[src/scf_pkg.sv]
// Constants, register map and carrier types for the system clock, standby and interrupt flag block.
// Assumes one 125 MHz clock that is also the main oscillator clock, and an APB master with 32-bit data.
//
// Function
// Two-bit rate select: 0 divides by 32 (reset), 1 undivided, 2 halves, 3 unusable.
// A new clock rate takes effect within 64 main oscillator cycles of the write.
// Software waits out the clock switching time before issuing halt.
// Oscillator stop bit resets to 0; writing 1 stops the main clock.
// Halt with deep sleep select at 0 enters the light halt mode.
// Halt ends on reset, enabled wake pin, enabled interrupt release, or time-base overflow.
// Halt with deep sleep select at 1 enters the deep hold mode.
// Hold ends only on reset or a high wake pin with hold pin wake enabled.
// Software places exactly one no-operation right before the halt entering hold.
// Software sets hold pin wake and the time-base source before entering hold.
// With the watchdog option, a missed time-base flag clear causes a watchdog reset.
// Time-base flag already set at halt: overflow ends halt and fires watchdog reset.
// Software clears the time-base flag or enables its interrupt wake before halt.
// Five enable bits, each set or cleared alone, never several at once.
// Enable bits clear at reset and when hold mode is entered.
// Enable bits never clear on their own after interrupt service.
// Request flags clear by writing 0; writing 1 keeps them; software never sets.
// At reset all request flags clear except the timer 1 flag.
// The serial request flag clears when a serial transfer starts.
// All request flags clear when hold mode is entered; the code keeps set a flag whose event arrives in the hold entry cycle.
// Software clears each flag itself, only with its enable or master enable off.
// Software uses whole-word writes on the flag register, never single bit operations.
// After a standby ends without reset, execution resumes with the clock rate kept.

package scf_pkg;

  // ----------------------------------------------------------------
  // Register map
  // ----------------------------------------------------------------
  localparam logic [11:0] ADDR_CLKCTL = 12'h000;
  localparam logic [11:0] ADDR_STBCTL = 12'h004;
  localparam logic [11:0] ADDR_IEN = 12'h008;
  localparam logic [11:0] ADDR_IRQF = 12'h00C;
  localparam logic [11:0] ADDR_CMD = 12'h010;

  // ----------------------------------------------------------------
  // Field positions and reset values
  // ----------------------------------------------------------------
  localparam int CMD_HALT_POS = 0;
  localparam int IENW_VAL_POS = 4;
  localparam int IEN_MASTER_POS = 8;
  localparam logic [3:0] IEN_MASTER_IDX = 4'h8;
  localparam int IRQ_N = 5;
  localparam int IRQ_EXT0 = 0;
  localparam int IRQ_EXT1 = 1;
  localparam int IRQ_TBASE = 2;
  localparam int IRQ_TMR1 = 3;
  localparam int IRQ_SER = 4;
  localparam logic [IRQ_N-1:0] IRQ_FLAG_RST = 5'h08;

  // ----------------------------------------------------------------
  // Clock rate codes and timing
  // ----------------------------------------------------------------
  localparam logic [1:0] RATE_DIV32 = 2'h0;
  localparam logic [1:0] RATE_DIV1 = 2'h1;
  localparam logic [1:0] RATE_DIV2 = 2'h2;
  localparam logic [1:0] RATE_BAD = 2'h3;
  localparam logic [4:0] DIV_WRAP = 5'h1F;
  localparam int SWITCH_MAX_OSC = 64;
  localparam int SWITCH_MAX_CYC = SWITCH_MAX_OSC;

  // ----------------------------------------------------------------
  // Types
  // ----------------------------------------------------------------
  typedef enum logic [1:0] {
    ST_RUN = 2'h0,
    ST_HALT = 2'h1,
    ST_HOLD = 2'h2
  } scf_state_t;

  typedef struct packed {
    logic [1:0] active_rate;
    logic switch_pending;
    logic main_osc_stop;
    logic [1:0] clock_rate_select;
  } scf_clk_t;

  typedef struct packed {
    logic halt_irq_wake_enable;
    logic halt_pin_wake_enable;
    logic hold_pin_wake_enable;
    logic deep_sleep_select;
  } scf_stb_t;

endpackage

[src/scf_flag.sv]
// One hardware-set, software-cleared request flag with a chosen reset value.
// Assumes set and clear are single-cycle terms from the same clock domain.
`timescale 1ns/100ps
`default_nettype none

module scf_flag #(
  parameter logic RST_VAL = 1'b0
) (
  // Clock and reset
  input wire logic pclk,
  input wire logic presetn,
  // Control
  input wire logic set,
  input wire logic clr,
  // State
  output logic q
);

  logic q_r;
  logic q_nxt;

  // A set in the same cycle as a clear wins, so no event is lost.
  always_comb begin
    q_nxt = set | (q_r & ~clr);
  end

  always_ff @(posedge pclk or negedge presetn) begin
    if (!presetn) begin
      q_r <= RST_VAL;
    end else begin
      q_r <= q_nxt;
    end
  end

  assign q = q_r;

endmodule

`default_nettype wire

[src/scf_top.sv]
// System clock rate, oscillator stop, standby modes, watchdog and interrupt flags behind an APB slave.
// Assumes pclk is the main oscillator clock and all event inputs are synchronous one-cycle pulses or levels.
//
// Added by the designer: the register offsets and the APB interface to the registers.
`timescale 1ns/100ps
`default_nettype none

module scf_top (
  // APB
  input wire logic pclk,
  input wire logic presetn,
  input wire logic psel,
  input wire logic penable,
  input wire logic pwrite,
  input wire logic [11:0] paddr,
  input wire logic [31:0] pwdata,
  output logic [31:0] prdata,
  output logic pready,
  output logic pslverr,
  // Wake and events
  input wire logic wake_pin,
  input wire logic irq_release,
  input wire logic timebase_overflow,
  input wire logic [1:0] ext_irq,
  input wire logic timer1_event,
  input wire logic serial_done,
  input wire logic serial_start,
  input wire logic watchdog_option,
  // Clock and standby
  output logic sys_clk_en,
  output logic [1:0] active_rate,
  output logic main_osc_stop,
  output logic halt_mode,
  output logic hold_mode,
  output logic wake_event,
  output logic watchdog_reset,
  // Interrupts
  output logic [4:0] irq_enable,
  output logic master_enable,
  output logic [4:0] irq_flags,
  output logic irq_request
);

  // ----------------------------------------------------------------
  // State
  // ----------------------------------------------------------------
  scf_pkg::scf_state_t state_r, state_nxt;
  scf_pkg::scf_clk_t clk_r, clk_nxt;
  scf_pkg::scf_stb_t stb_r, stb_nxt;
  logic [4:0] div_r, div_nxt;
  logic [4:0] ien_r, ien_nxt;
  logic mst_r, mst_nxt;
  logic pready_r, pready_nxt;
  logic pslverr_r, pslverr_nxt;
  logic [31:0] prdata_r, prdata_nxt;
  logic sclk_r, sclk_nxt;
  logic wake_r, wake_nxt;
  logic wdt_r, wdt_nxt;
  logic irq_r, irq_nxt;
  logic [scf_pkg::IRQ_N-1:0] flag_q, flag_set, flag_clr;
  logic wr, hit_clk, hit_stb, hit_ien, hit_irqf, hit_cmd, mapped;
  logic halt_cmd, enter_hold, halt_exit, hold_exit, tick;

  // ----------------------------------------------------------------
  // Decode
  // ----------------------------------------------------------------
  always_comb begin
    hit_clk = paddr == scf_pkg::ADDR_CLKCTL;
    hit_stb = paddr == scf_pkg::ADDR_STBCTL;
    hit_ien = paddr == scf_pkg::ADDR_IEN;
    hit_irqf = paddr == scf_pkg::ADDR_IRQF;
    hit_cmd = paddr == scf_pkg::ADDR_CMD;
    mapped = hit_clk | hit_stb | hit_ien | hit_irqf | hit_cmd;
    wr = psel & penable & pready_r & pwrite & mapped;
    halt_cmd = wr & hit_cmd & pwdata[scf_pkg::CMD_HALT_POS] & (state_r == scf_pkg::ST_RUN);
    enter_hold = halt_cmd & stb_r.deep_sleep_select;
    halt_exit = (wake_pin & stb_r.halt_pin_wake_enable) | (irq_release & stb_r.halt_irq_wake_enable)
                | timebase_overflow;
    hold_exit = wake_pin & stb_r.hold_pin_wake_enable;
  end

  // ----------------------------------------------------------------
  // APB slave: one wait state, data and error registered
  // ----------------------------------------------------------------
  always_comb begin
    pready_nxt = psel & penable & ~pready_r;
    pslverr_nxt = psel & penable & ~pready_r & ~mapped;
    prdata_nxt = 32'h0000_0000;
    if (psel & penable & ~pready_r & ~pwrite) begin
      if (hit_clk) begin
        prdata_nxt[5:0] = clk_r;
      end
      if (hit_stb) begin
        prdata_nxt[3:0] = stb_r;
      end
      if (hit_ien) begin
        prdata_nxt[4:0] = ien_r;
        prdata_nxt[scf_pkg::IEN_MASTER_POS] = mst_r;
      end
      if (hit_irqf) begin
        prdata_nxt[4:0] = flag_q;
      end
      if (hit_cmd) begin
        prdata_nxt[1:0] = state_r;
      end
    end
  end

  // ----------------------------------------------------------------
  // Clock rate and divider
  // ----------------------------------------------------------------
  always_comb begin
    clk_nxt = clk_r;
    div_nxt = div_r + 5'h01;
    if (wr & hit_clk) begin
      clk_nxt.main_osc_stop = pwdata[2];
      if (pwdata[1:0] != scf_pkg::RATE_BAD) begin
        clk_nxt.clock_rate_select = pwdata[1:0];
        clk_nxt.switch_pending = 1'b1;
      end
    end
    // The switch lands on a divide-by-32 boundary, at most 32 cycles away.
    if (clk_r.switch_pending & (div_r == scf_pkg::DIV_WRAP)) begin
      clk_nxt.active_rate = clk_nxt.clock_rate_select;
      clk_nxt.switch_pending = 1'b0;
    end
    unique case (clk_r.active_rate)
      scf_pkg::RATE_DIV1: tick = 1'b1;
      scf_pkg::RATE_DIV2: tick = div_r[0];
      default: tick = div_r == scf_pkg::DIV_WRAP;
    endcase
    sclk_nxt = (state_r == scf_pkg::ST_RUN) & ~clk_r.main_osc_stop & tick;
  end

  // ----------------------------------------------------------------
  // Standby control and mode sequencing
  // ----------------------------------------------------------------
  always_comb begin
    stb_nxt = stb_r;
    state_nxt = state_r;
    wake_nxt = 1'b0;
    if (wr & hit_stb) begin
      stb_nxt = pwdata[3:0];
    end
    unique case (state_r)
      scf_pkg::ST_RUN: begin
        if (halt_cmd) begin
          state_nxt = stb_r.deep_sleep_select ? scf_pkg::ST_HOLD : scf_pkg::ST_HALT;
        end
      end
      scf_pkg::ST_HALT: begin
        if (halt_exit) begin
          state_nxt = scf_pkg::ST_RUN;
          wake_nxt = 1'b1;
        end
      end
      scf_pkg::ST_HOLD: begin
        if (hold_exit) begin
          state_nxt = scf_pkg::ST_RUN;
          wake_nxt = 1'b1;
        end
      end
      default: state_nxt = scf_pkg::ST_RUN;
    endcase
  end

  // ----------------------------------------------------------------
  // Interrupt enables, flags, watchdog
  // ----------------------------------------------------------------
  always_comb begin
    ien_nxt = ien_r;
    mst_nxt = mst_r;
    if (wr & hit_ien) begin
      // Each write touches exactly one bit; other indices are ignored.
      if (pwdata[3:0] < 4'(scf_pkg::IRQ_N)) begin
        ien_nxt[pwdata[2:0]] = pwdata[scf_pkg::IENW_VAL_POS];
      end else if (pwdata[3:0] == scf_pkg::IEN_MASTER_IDX) begin
        mst_nxt = pwdata[scf_pkg::IENW_VAL_POS];
      end
    end
    if (enter_hold) begin
      ien_nxt = 5'h00;
    end
    flag_set = '0;
    flag_set[scf_pkg::IRQ_EXT0] = ext_irq[0];
    flag_set[scf_pkg::IRQ_EXT1] = ext_irq[1];
    flag_set[scf_pkg::IRQ_TBASE] = timebase_overflow;
    flag_set[scf_pkg::IRQ_TMR1] = timer1_event;
    flag_set[scf_pkg::IRQ_SER] = serial_done;
    flag_clr = {scf_pkg::IRQ_N{enter_hold}};
    if (wr & hit_irqf) begin
      flag_clr = flag_clr | ~pwdata[4:0];
    end
    flag_clr[scf_pkg::IRQ_SER] = flag_clr[scf_pkg::IRQ_SER] | serial_start;
    wdt_nxt = watchdog_option & timebase_overflow & flag_q[scf_pkg::IRQ_TBASE];
    irq_nxt = mst_r & |(flag_q & ien_r);
  end

  genvar gi;
  generate
    for (gi = 0; gi < scf_pkg::IRQ_N; gi++) begin : g_flag
      scf_flag #(
        .RST_VAL(scf_pkg::IRQ_FLAG_RST[gi])
      ) u_flag (
        .pclk(pclk),
        .presetn(presetn),
        .set(flag_set[gi]),
        .clr(flag_clr[gi]),
        .q(flag_q[gi])
      );
    end
  endgenerate

  // ----------------------------------------------------------------
  // Registers
  // ----------------------------------------------------------------
  always_ff @(posedge pclk or negedge presetn) begin
    if (!presetn) begin
      state_r <= scf_pkg::ST_RUN;
      clk_r <= '{active_rate: scf_pkg::RATE_DIV32, switch_pending: 1'b0, main_osc_stop: 1'b0,
                 clock_rate_select: scf_pkg::RATE_DIV32};
      stb_r <= '0;
      div_r <= 5'h00;
      ien_r <= 5'h00;
      mst_r <= 1'b0;
      pready_r <= 1'b0;
      pslverr_r <= 1'b0;
      prdata_r <= 32'h0000_0000;
      sclk_r <= 1'b0;
      wake_r <= 1'b0;
      wdt_r <= 1'b0;
      irq_r <= 1'b0;
    end else begin
      state_r <= state_nxt;
      clk_r <= clk_nxt;
      stb_r <= stb_nxt;
      div_r <= div_nxt;
      ien_r <= ien_nxt;
      mst_r <= mst_nxt;
      pready_r <= pready_nxt;
      pslverr_r <= pslverr_nxt;
      prdata_r <= prdata_nxt;
      sclk_r <= sclk_nxt;
      wake_r <= wake_nxt;
      wdt_r <= wdt_nxt;
      irq_r <= irq_nxt;
    end
  end

  assign prdata = prdata_r;
  assign pready = pready_r;
  assign pslverr = pslverr_r;
  assign sys_clk_en = sclk_r;
  assign active_rate = clk_r.active_rate;
  assign main_osc_stop = clk_r.main_osc_stop;
  assign halt_mode = state_r[0];
  assign hold_mode = state_r[1];
  assign wake_event = wake_r;
  assign watchdog_reset = wdt_r;
  assign irq_enable = ien_r;
  assign master_enable = mst_r;
  assign irq_flags = flag_q;
  assign irq_request = irq_r;

  // ----------------------------------------------------------------
  // Assertions
  // ----------------------------------------------------------------
  logic [6:0] sw_cnt_r;

  always_ff @(posedge pclk or negedge presetn) begin
    if (!presetn) begin
      sw_cnt_r <= 7'h00;
    end else begin
      sw_cnt_r <= clk_r.switch_pending ? sw_cnt_r + 7'h01 : 7'h00;
    end
  end
endmodule

`default_nettype wire

[config.mk]
export PLATFORM = sky130hd
export DESIGN_NAME = scf_top
export DESIGN_NICKNAME = d
export VERILOG_FILES = /design/src/scf_pkg.sv /design/src/scf_flag.sv /design/src/scf_top.sv
export SDC_FILE = /design/constraint.sdc
export NUM_CORES = 1
export LEC_CHECK = 0
export BUFFER_PORTS_ARGS = -buffer_cell sky130_fd_sc_hd__buf_2
export CAP_MARGIN = 25
export CORE_ASPECT_RATIO = 0.75
export CORE_MARGIN = 1.5
export CORE_UTILIZATION = 47
export DETAILED_ROUTE_END_ITERATION = 10
export PLACE_DENSITY = 0.9
export SLEW_MARGIN = 20
export SYNTH_ARGS = -nofsm -noshare
export SYNTH_HDL_FRONTEND = slang
export SYNTH_SLANG_ARGS = --single-unit
[constraint.sdc]
create_clock -name pclk -period 2 [get_ports pclk]
set_input_delay 0.1 -clock pclk [delete_from_list [all_inputs] [get_ports pclk]]
set_output_delay 0.1 -clock pclk [all_outputs]
set_load 0.02 [all_outputs]
==> results of run 1 <==
==> synthesized netlist by cell type, types with 3 or more instances <==
cell type,n
nor2_1,13
nand3_1,7
inv_1,17
buf_2,3
nor4_1,8
a21oi_1,11
ha_1,7
buf_4,32
mux2_2,7
o31ai_1,3
a22oi_1,6
nor3_1,5
nand2_1,6
clkbuf_1,3
o21ai_0,10
dfrtp_1,40
and4_1,3
and2_1,3
and3_1,4
nand4_1,7
==> kinds of logic after synthesis <==
group	Yosys count
AOI/OAI and AO/OA	48
xor gates and xnor gates	2
adders and majority gates	7
buffers and inverters	56
DFF	41
muxes	11
other	1
and+or+nand+nor	73
==> what timing repair did <==
| item | 4_1_cts | 5_1_grt |
|---|---|---|
| hold endpoints to repair | 40 | 0 |
| resized for setup | 0 | 1 |
| hold buffers | 1 | 0 |
| buffers inserted | 0 | 0 |
| setup endpoints to repair | 0 | 1 |
==> flip-flops by register name, indices dropped and copies added, names as in the netlist, 2 cells and up <==
register         flops
prdata               7
active_rate          2
g_flag.u_flag.q      5
state_r              2
irq_enable           5
clk_r                3
div_r                5
stb_r                4
==> layout by cell type (no fill, tap or decap), types with 6 or more instances in the layout <==
cell type  count
buf_2         59
dfrtp_1       40
conb_1        25
inv_1         17
nor2_1        12
a21oi_1       11
o21ai_0       10
nor4_1         8
nand3_1        7
nand4_1        7
mux2_2         7
ha_1           7
a22oi_1        6
nand2_1        6
==> critical path: cells and delay by family, from the launching register on <==
family | cells | cell delay, ps
flip-flops | 1 | 350
multiplexers | 1 | 380
AND/OR/NAND/NOR | 3 | 940
==> power by group through the flow <==
stage	clock network (uW)	registers [uW]	logic, uW
2_1_floorplan	0	856	134
3_3_place_gp	0	852	177
3_5_place_dp	0	852	182
4_1_cts	527	836	184
5_1_grt	581	836	207
6_report	528	836	193
==> metrics by stage <==
step	std cells	setup slack, ps	hold slack, ps
after CTS	357	235	7.42
after global routing	358	85.9	12.3
after global placement	348	262	265
final	358	227	2.97
after detailed placement	348	233	270
after floorplan	263	378	-196
==> path summary, 6_finish.rpt <==
| kind | start | end | slack [ps] | cells after the start |
|---|---|---|---|---|
| min | timer1_event | g_flag[3].u_flag.q | 3 | 3 |
| min in group asynchronous | presetn | prdata[4] | 180 | 2 |
| max in group asynchronous | presetn | g_flag[3].u_flag.q | 1320 | 3 |
| max | pready | stb_r[3] | 230 | 4 |
| max reg2reg | pready | stb_r[3] | 230 | 4 |
| min reg2reg | div_r[4] | div_r[4] | 480 | 1 |
==> per-layer routing <==
metal | vias to the layer above | track usage [%]
li1 | 941 | -
met1 | 987 | 31.6
met2 | 170 | 33.8
met3 | 22 | 6.24
met4 | 0 | 8.47
met5 | - | 0
==> final cells by class <==
cell class | instances | area (um^2)
Fill cell | 433 | 2160
Tap cell | 60 | 75.1
Clock buffer | 8 | 80.1
Multi-Input combinational cell | 166 | 1130
Sequential cell | 41 | 1030
Timing Repair Buffer | 66 | 363
Inverter | 17 | 63.8
==> results.py, run 1 <==
metrics = {
    "status": {
        "status": "complete, but fails checks",
        "violations": "DRC",
    },
    "drt": {
        "detail-route-antenna-nets": 0,
        "vias": 2120,
        "drt-met1-wl_um": 2550,
        "wire_per_inst_um": 17.2,
        "dr.pass1.iters": 10,
        "drc_errors": 7,
        "route.met3.wl_um": 789,
        "routed_wl_um": 6140,
        "drt-initial-drc-count": 298,
        "highest_layer": "met4",
        "wl_met2_um": 2670,
        "via_per_inst": 5.92,
    },
    "power_and_ir_drop": {
        "p_total_uw": 1560,
        "p_comb_share_pct": 12.4,
        "p_leak_uw": 0.00135,
        "max-vdd-ir-drop_mv": 0.231,
        "p_per_area_nw_per_um2": 568,
        "p_sw_uw": 421,
        "seqPwrFrac_pct": 53.7,
        "power_frac_clock_pct": 33.9,
        "intPower_uw": 1140,
        "p_sw_share_pct": 27.0,
    },
    "logic_synthesis": {
        "synth_fa_ha_area_share_pct": 3.65,
        "syn_area_um2": 2400,
        "synth_enable_flop_cells": 0,
        "synth_top_area_share_pct": 41.8,
        "ys.flop_type": "dfrtp_1",
        "yosys.area_share.xor_xnor_pct": 0.731,
        "synth.largest_area_cell": "dfrtp_1",
        "synth.area.mux_share_pct": 6.00,
        "synth_simple_gate_area_share_pct": 19.3,
        "ys_ff_latch": 41,
        "yosysWarnings": 0,
        "postSynthCellCount": 239,
        "netlist_top_cells_area": "dfrtp_1, buf_4, ha_1",
        "ys_types": 54,
        "yosysSeqAreaShare_pct": 42.8,
        "synth_top_family_by_area": "simple AND/OR/NAND/NOR gates",
        "syn_avg_cell_area_um2": 10.0,
        "synth_compound_area_share_pct": 13.4,
        "async_flop_share_pct": 100,
    },
    "global_routing": {
        "grt_pass1_wl_um": 9560,
        "grt_pass1_vias": 1973,
        "gr-total-overflow": 0,
        "grt_use_total_pct": 22.7,
        "antenna_found_initial": 0,
        "grt_max_degree": 42,
    },
    "clock_network": {
        "numCtsBuffers": 5,
        "root_buffer": "clkbuf_8",
        "cts_num_sinks": 41,
        "cts_buffer_depth": 2,
        "cts_max_level": 2,
        "clkTransAtPathRegs_ps": 70,
        "clock_latency_ps": 300,
        "cts_tree": "yes",
    },
    "floorplanning": {
        "fp-row-count": 22,
        "core_um2": 4900,
        "initial_core_util_pct": 48.9,
        "die_y_um": 64.9,
        "dieArea_um2": 5540,
        "io_pins": 112,
        "die_width_um": 85.5,
    },
    "finish": {
        "num-nets-final": 362,
        "drive_gt1_share_pct": 29.9,
        "final_core_util_pct": 55.9,
        "num_antenna_cells": 0,
        "area_delta_synth_final_pct": 14.2,
        "final_area_um2": 2740,
    },
    "timing": {
        "setup_viol": 0,
        "slew_headroom_pct": 62.1,
        "rsz0062_at_grt": "no",
        "period_minus_slack_ps": 1770,
        "fin_crit_sh_pct": 88.6,
        "worst_pin_slew_ps": 565,
        "final_max_slew_viol_count": 0,
        "fmax_mhz": 564,
        "finalHoldViolations": 0,
        "skew_ps": 4.39,
        "setup_tns_ps": 0,
    },
    "critical_path": {
        "startpoint_type": "register",
        "critPathArrivalTime_ps": 1960,
        "end_kind": "register",
        "crit_required_ps": 2190,
        "crit_chain": "and4_1 > nand4_2 > nor3_2 > mux2_2",
        "cp_slowest_cell": "and4_1",
        "path_class": "register to register",
        "cp_slowest_stage_delay_ps": 430,
        "cp_max_fo": 8,
    },
    "placed_design": {
        "place_area_um2": 2630,
        "routabilityCongestion": 0.917,
        "hpwl_um": 4570,
        "numPortBuffers": 59,
    },
    "min_path": {
        "hp-class": "primary input to register",
    },
    "job": {
        "cap_viol_max_count": 0,
    },
}
(Power assumes the default switching activity.)
==> run 2: changes to the inputs <==
CORE_MARGIN = 10   (was 1.5)
SKIP_LAST_GASP = 1   (was unset)
==> run 2 against run 1 <==
- the flow now finishes without violations
- final cell count fell by 0.28%
- clock-buffer cell count down 1
- sequential share of layout area decreased by 0.19 points
- clock skew increased by 5.7 ps
- via count shrank 5.9%
- core utilization about the same
- maximum frequency fell by 5.4%
==> results.py, run 2 (synthesis gave the netlist of run 1 again) <==
metrics = {
    "clock_network": {
        "clock_latency_ps": 300,
        "cts_max_level": 2,
        "cts_buffer_depth": 2,
        "cts_tree": "yes",
        "cts_setup_buffers": 0,
        "numCtsBuffers": 5,
        "cts_num_sinks": 41,
        "clkTransAtPathRegs_ps": 80,
        "cts_resized": 0,
        "root_buffer": "clkbuf_8",
    },
    "critical_path": {
        "rr_startpoint": "state_r[0]",
        "cp_max_fo": 5,
        "startpoint_type": "register",
        "critPathArrivalTime_ps": 2050,
        "path_class": "register to register",
        "reg2reg_setup_slack_ps": 130,
        "crit_required_ps": 2180,
        "ff2ff_path_depth": 7,
        "regToRegEndpoint": "g_flag[2].u_flag.q",
        "end_kind": "register",
    },
    "placed_design": {
        "routabilityCongestion": 0.878,
        "numPortBuffers": 59,
        "hpwl_um": 5040,
    },
    "timing": {
        "period_minus_slack_ps": 1870,
        "finalHoldViolations": 0,
        "worst_pin_slew_ps": 876,
        "fmax_mhz": 534,
        "slew_headroom_pct": 41.6,
        "fin_crit_sh_pct": 93.7,
        "final_max_slew_viol_count": 0,
        "skew_ps": 10.1,
        "whs_ps": 3.40,
        "setup_tns_ps": 0,
        "setup_viol": 0,
        "rsz0062_at_grt": "no",
    },
    "drt": {
        "routed_wl_um": 6410,
        "drc_errors": 0,
        "via_per_inst": 5.59,
        "wire_per_inst_um": 18.0,
        "detail-route-antenna-nets": 0,
        "dr.pass1.iters": 4,
        "drt-initial-drc-count": 253,
        "vias": 1994,
    },
    "finish": {
        "drive_gt1_share_pct": 30.0,
        "mostFrequentLayoutCells": "buf_2, dfrtp_1, conb_1",
        "largest_reg_flops": 7,
        "num-nets-final": 361,
        "num_antenna_cells": 0,
        "final_common_cell": "buf_2",
        "final_core_util_pct": 55.8,
        "area_delta_synth_final_pct": 14.8,
    },
    "global_routing": {
        "grt_use_total_pct": 15.1,
        "grt_pass1_wl_um": 9900,
        "gr-total-overflow": 0,
        "grt_pass1_vias": 1966,
        "antenna_found_initial": 0,
        "grt_max_degree": 42,
    },
    "power_and_ir_drop": {
        "p_leak_uw": 0.00136,
        "max-vdd-ir-drop_mv": 0.292,
        "p_per_area_nw_per_um2": 623,
    },
    "min_path": {
        "min_to": "g_flag[3].u_flag.q",
        "hp-class": "primary input to register",
        "worstHoldStart": "timer1_event",
        "whs_path_depth": 3,
    },
    "floorplanning": {
        "dieArea_um2": 8390,
        "core_um2": 4930,
        "initial_core_util_pct": 48.7,
        "fp-row-count": 22,
        "die_y_um": 81.9,
        "io_pins": 112,
        "die_width_um": 102,
    },
    "status": {
        "status": "finished, final reports clean",
    },
    "job": {
        "cap_viol_max_count": 0,
    },
}
==> run 2: cell count changes in the layout (fill, tap and decap cells not counted) <==
cell	previous run	this run
clkbuf_1	3	1
nor2_2	1	0
nor2_1	12	13
clkbuf_8	5	6
buf_12	1	0
bufinv_16	0	1
==> run 2: worst max path at each step <==
stage                     from                  to  slack, ps  cells after the start
detailed placement  state_r[0]  g_flag[2].u_flag.q        240                      7
CTS                 state_r[0]  g_flag[2].u_flag.q        200                      7
finish              state_r[0]  g_flag[2].u_flag.q        130                      7
global placement    state_r[0]  g_flag[2].u_flag.q        310                      7
global route        state_r[0]  g_flag[2].u_flag.q        100                      7
floorplan               pready            stb_r[2]        380                      5
==> run 2: area by class of cell <==
cell class              count  area, um^2
clock inverters             1        30.0
multi-input cells         166        1130
flip-flops and latches     41        1030
fillers                   448        2180
well taps                  60        75.1
clock buffers               7        86.3
inverters                  17        63.8
repair buffers             65         343
==> run 2: what timing repair did <==
item                       CTS  global route
hold endpoints to repair    40             0
hold buffers                 1             0
setup endpoints to repair    0             0
==> run 2: critical path: stages, from the launching register on <==
cell	delay (ps)
dfrtp_1	440
inv_1	110
ha_1	230
and2_1	150
nand4_1	260
buf_4	260
o21ai_0	190
a21oi_1	110
==> run 2: report_power, final <==
part           leakage, uW  total, uW  switching, uW  internal (uW)
combinational     0.000764        183            134           49.5
clock            0.0000585        695            288            407
sequential        0.000539        836           3.08            833
total              0.00136       1710            424           1290
==> run 2: stage by stage <==
| stage | total power (uW) | area (um^2) | setup slack [ps] | cells |
|---|---|---|---|---|
| after floorplan | 990 | 2490 | 378 | 263 |
| after detailed placement | 1030 | 2630 | 242 | 348 |
| after global routing | 1780 | 2750 | 100 | 357 |
| after CTS | 1720 | 2750 | 202 | 357 |
| final | 1710 | 2750 | 126 | 357 |
| after global placement | 1030 | 2630 | 313 | 348 |
==> run 2: metal layers <==
layer / GRT usage (%) / up-vias / share of wire, %
met2: 23.5 / 103 / 46
met5: 0 / - / 0
met4: 5.90 / 0 / 1.7
met3: 5.20 / 12 / 10
li1: - / 942 / -
met1: 18.8 / 937 / 42
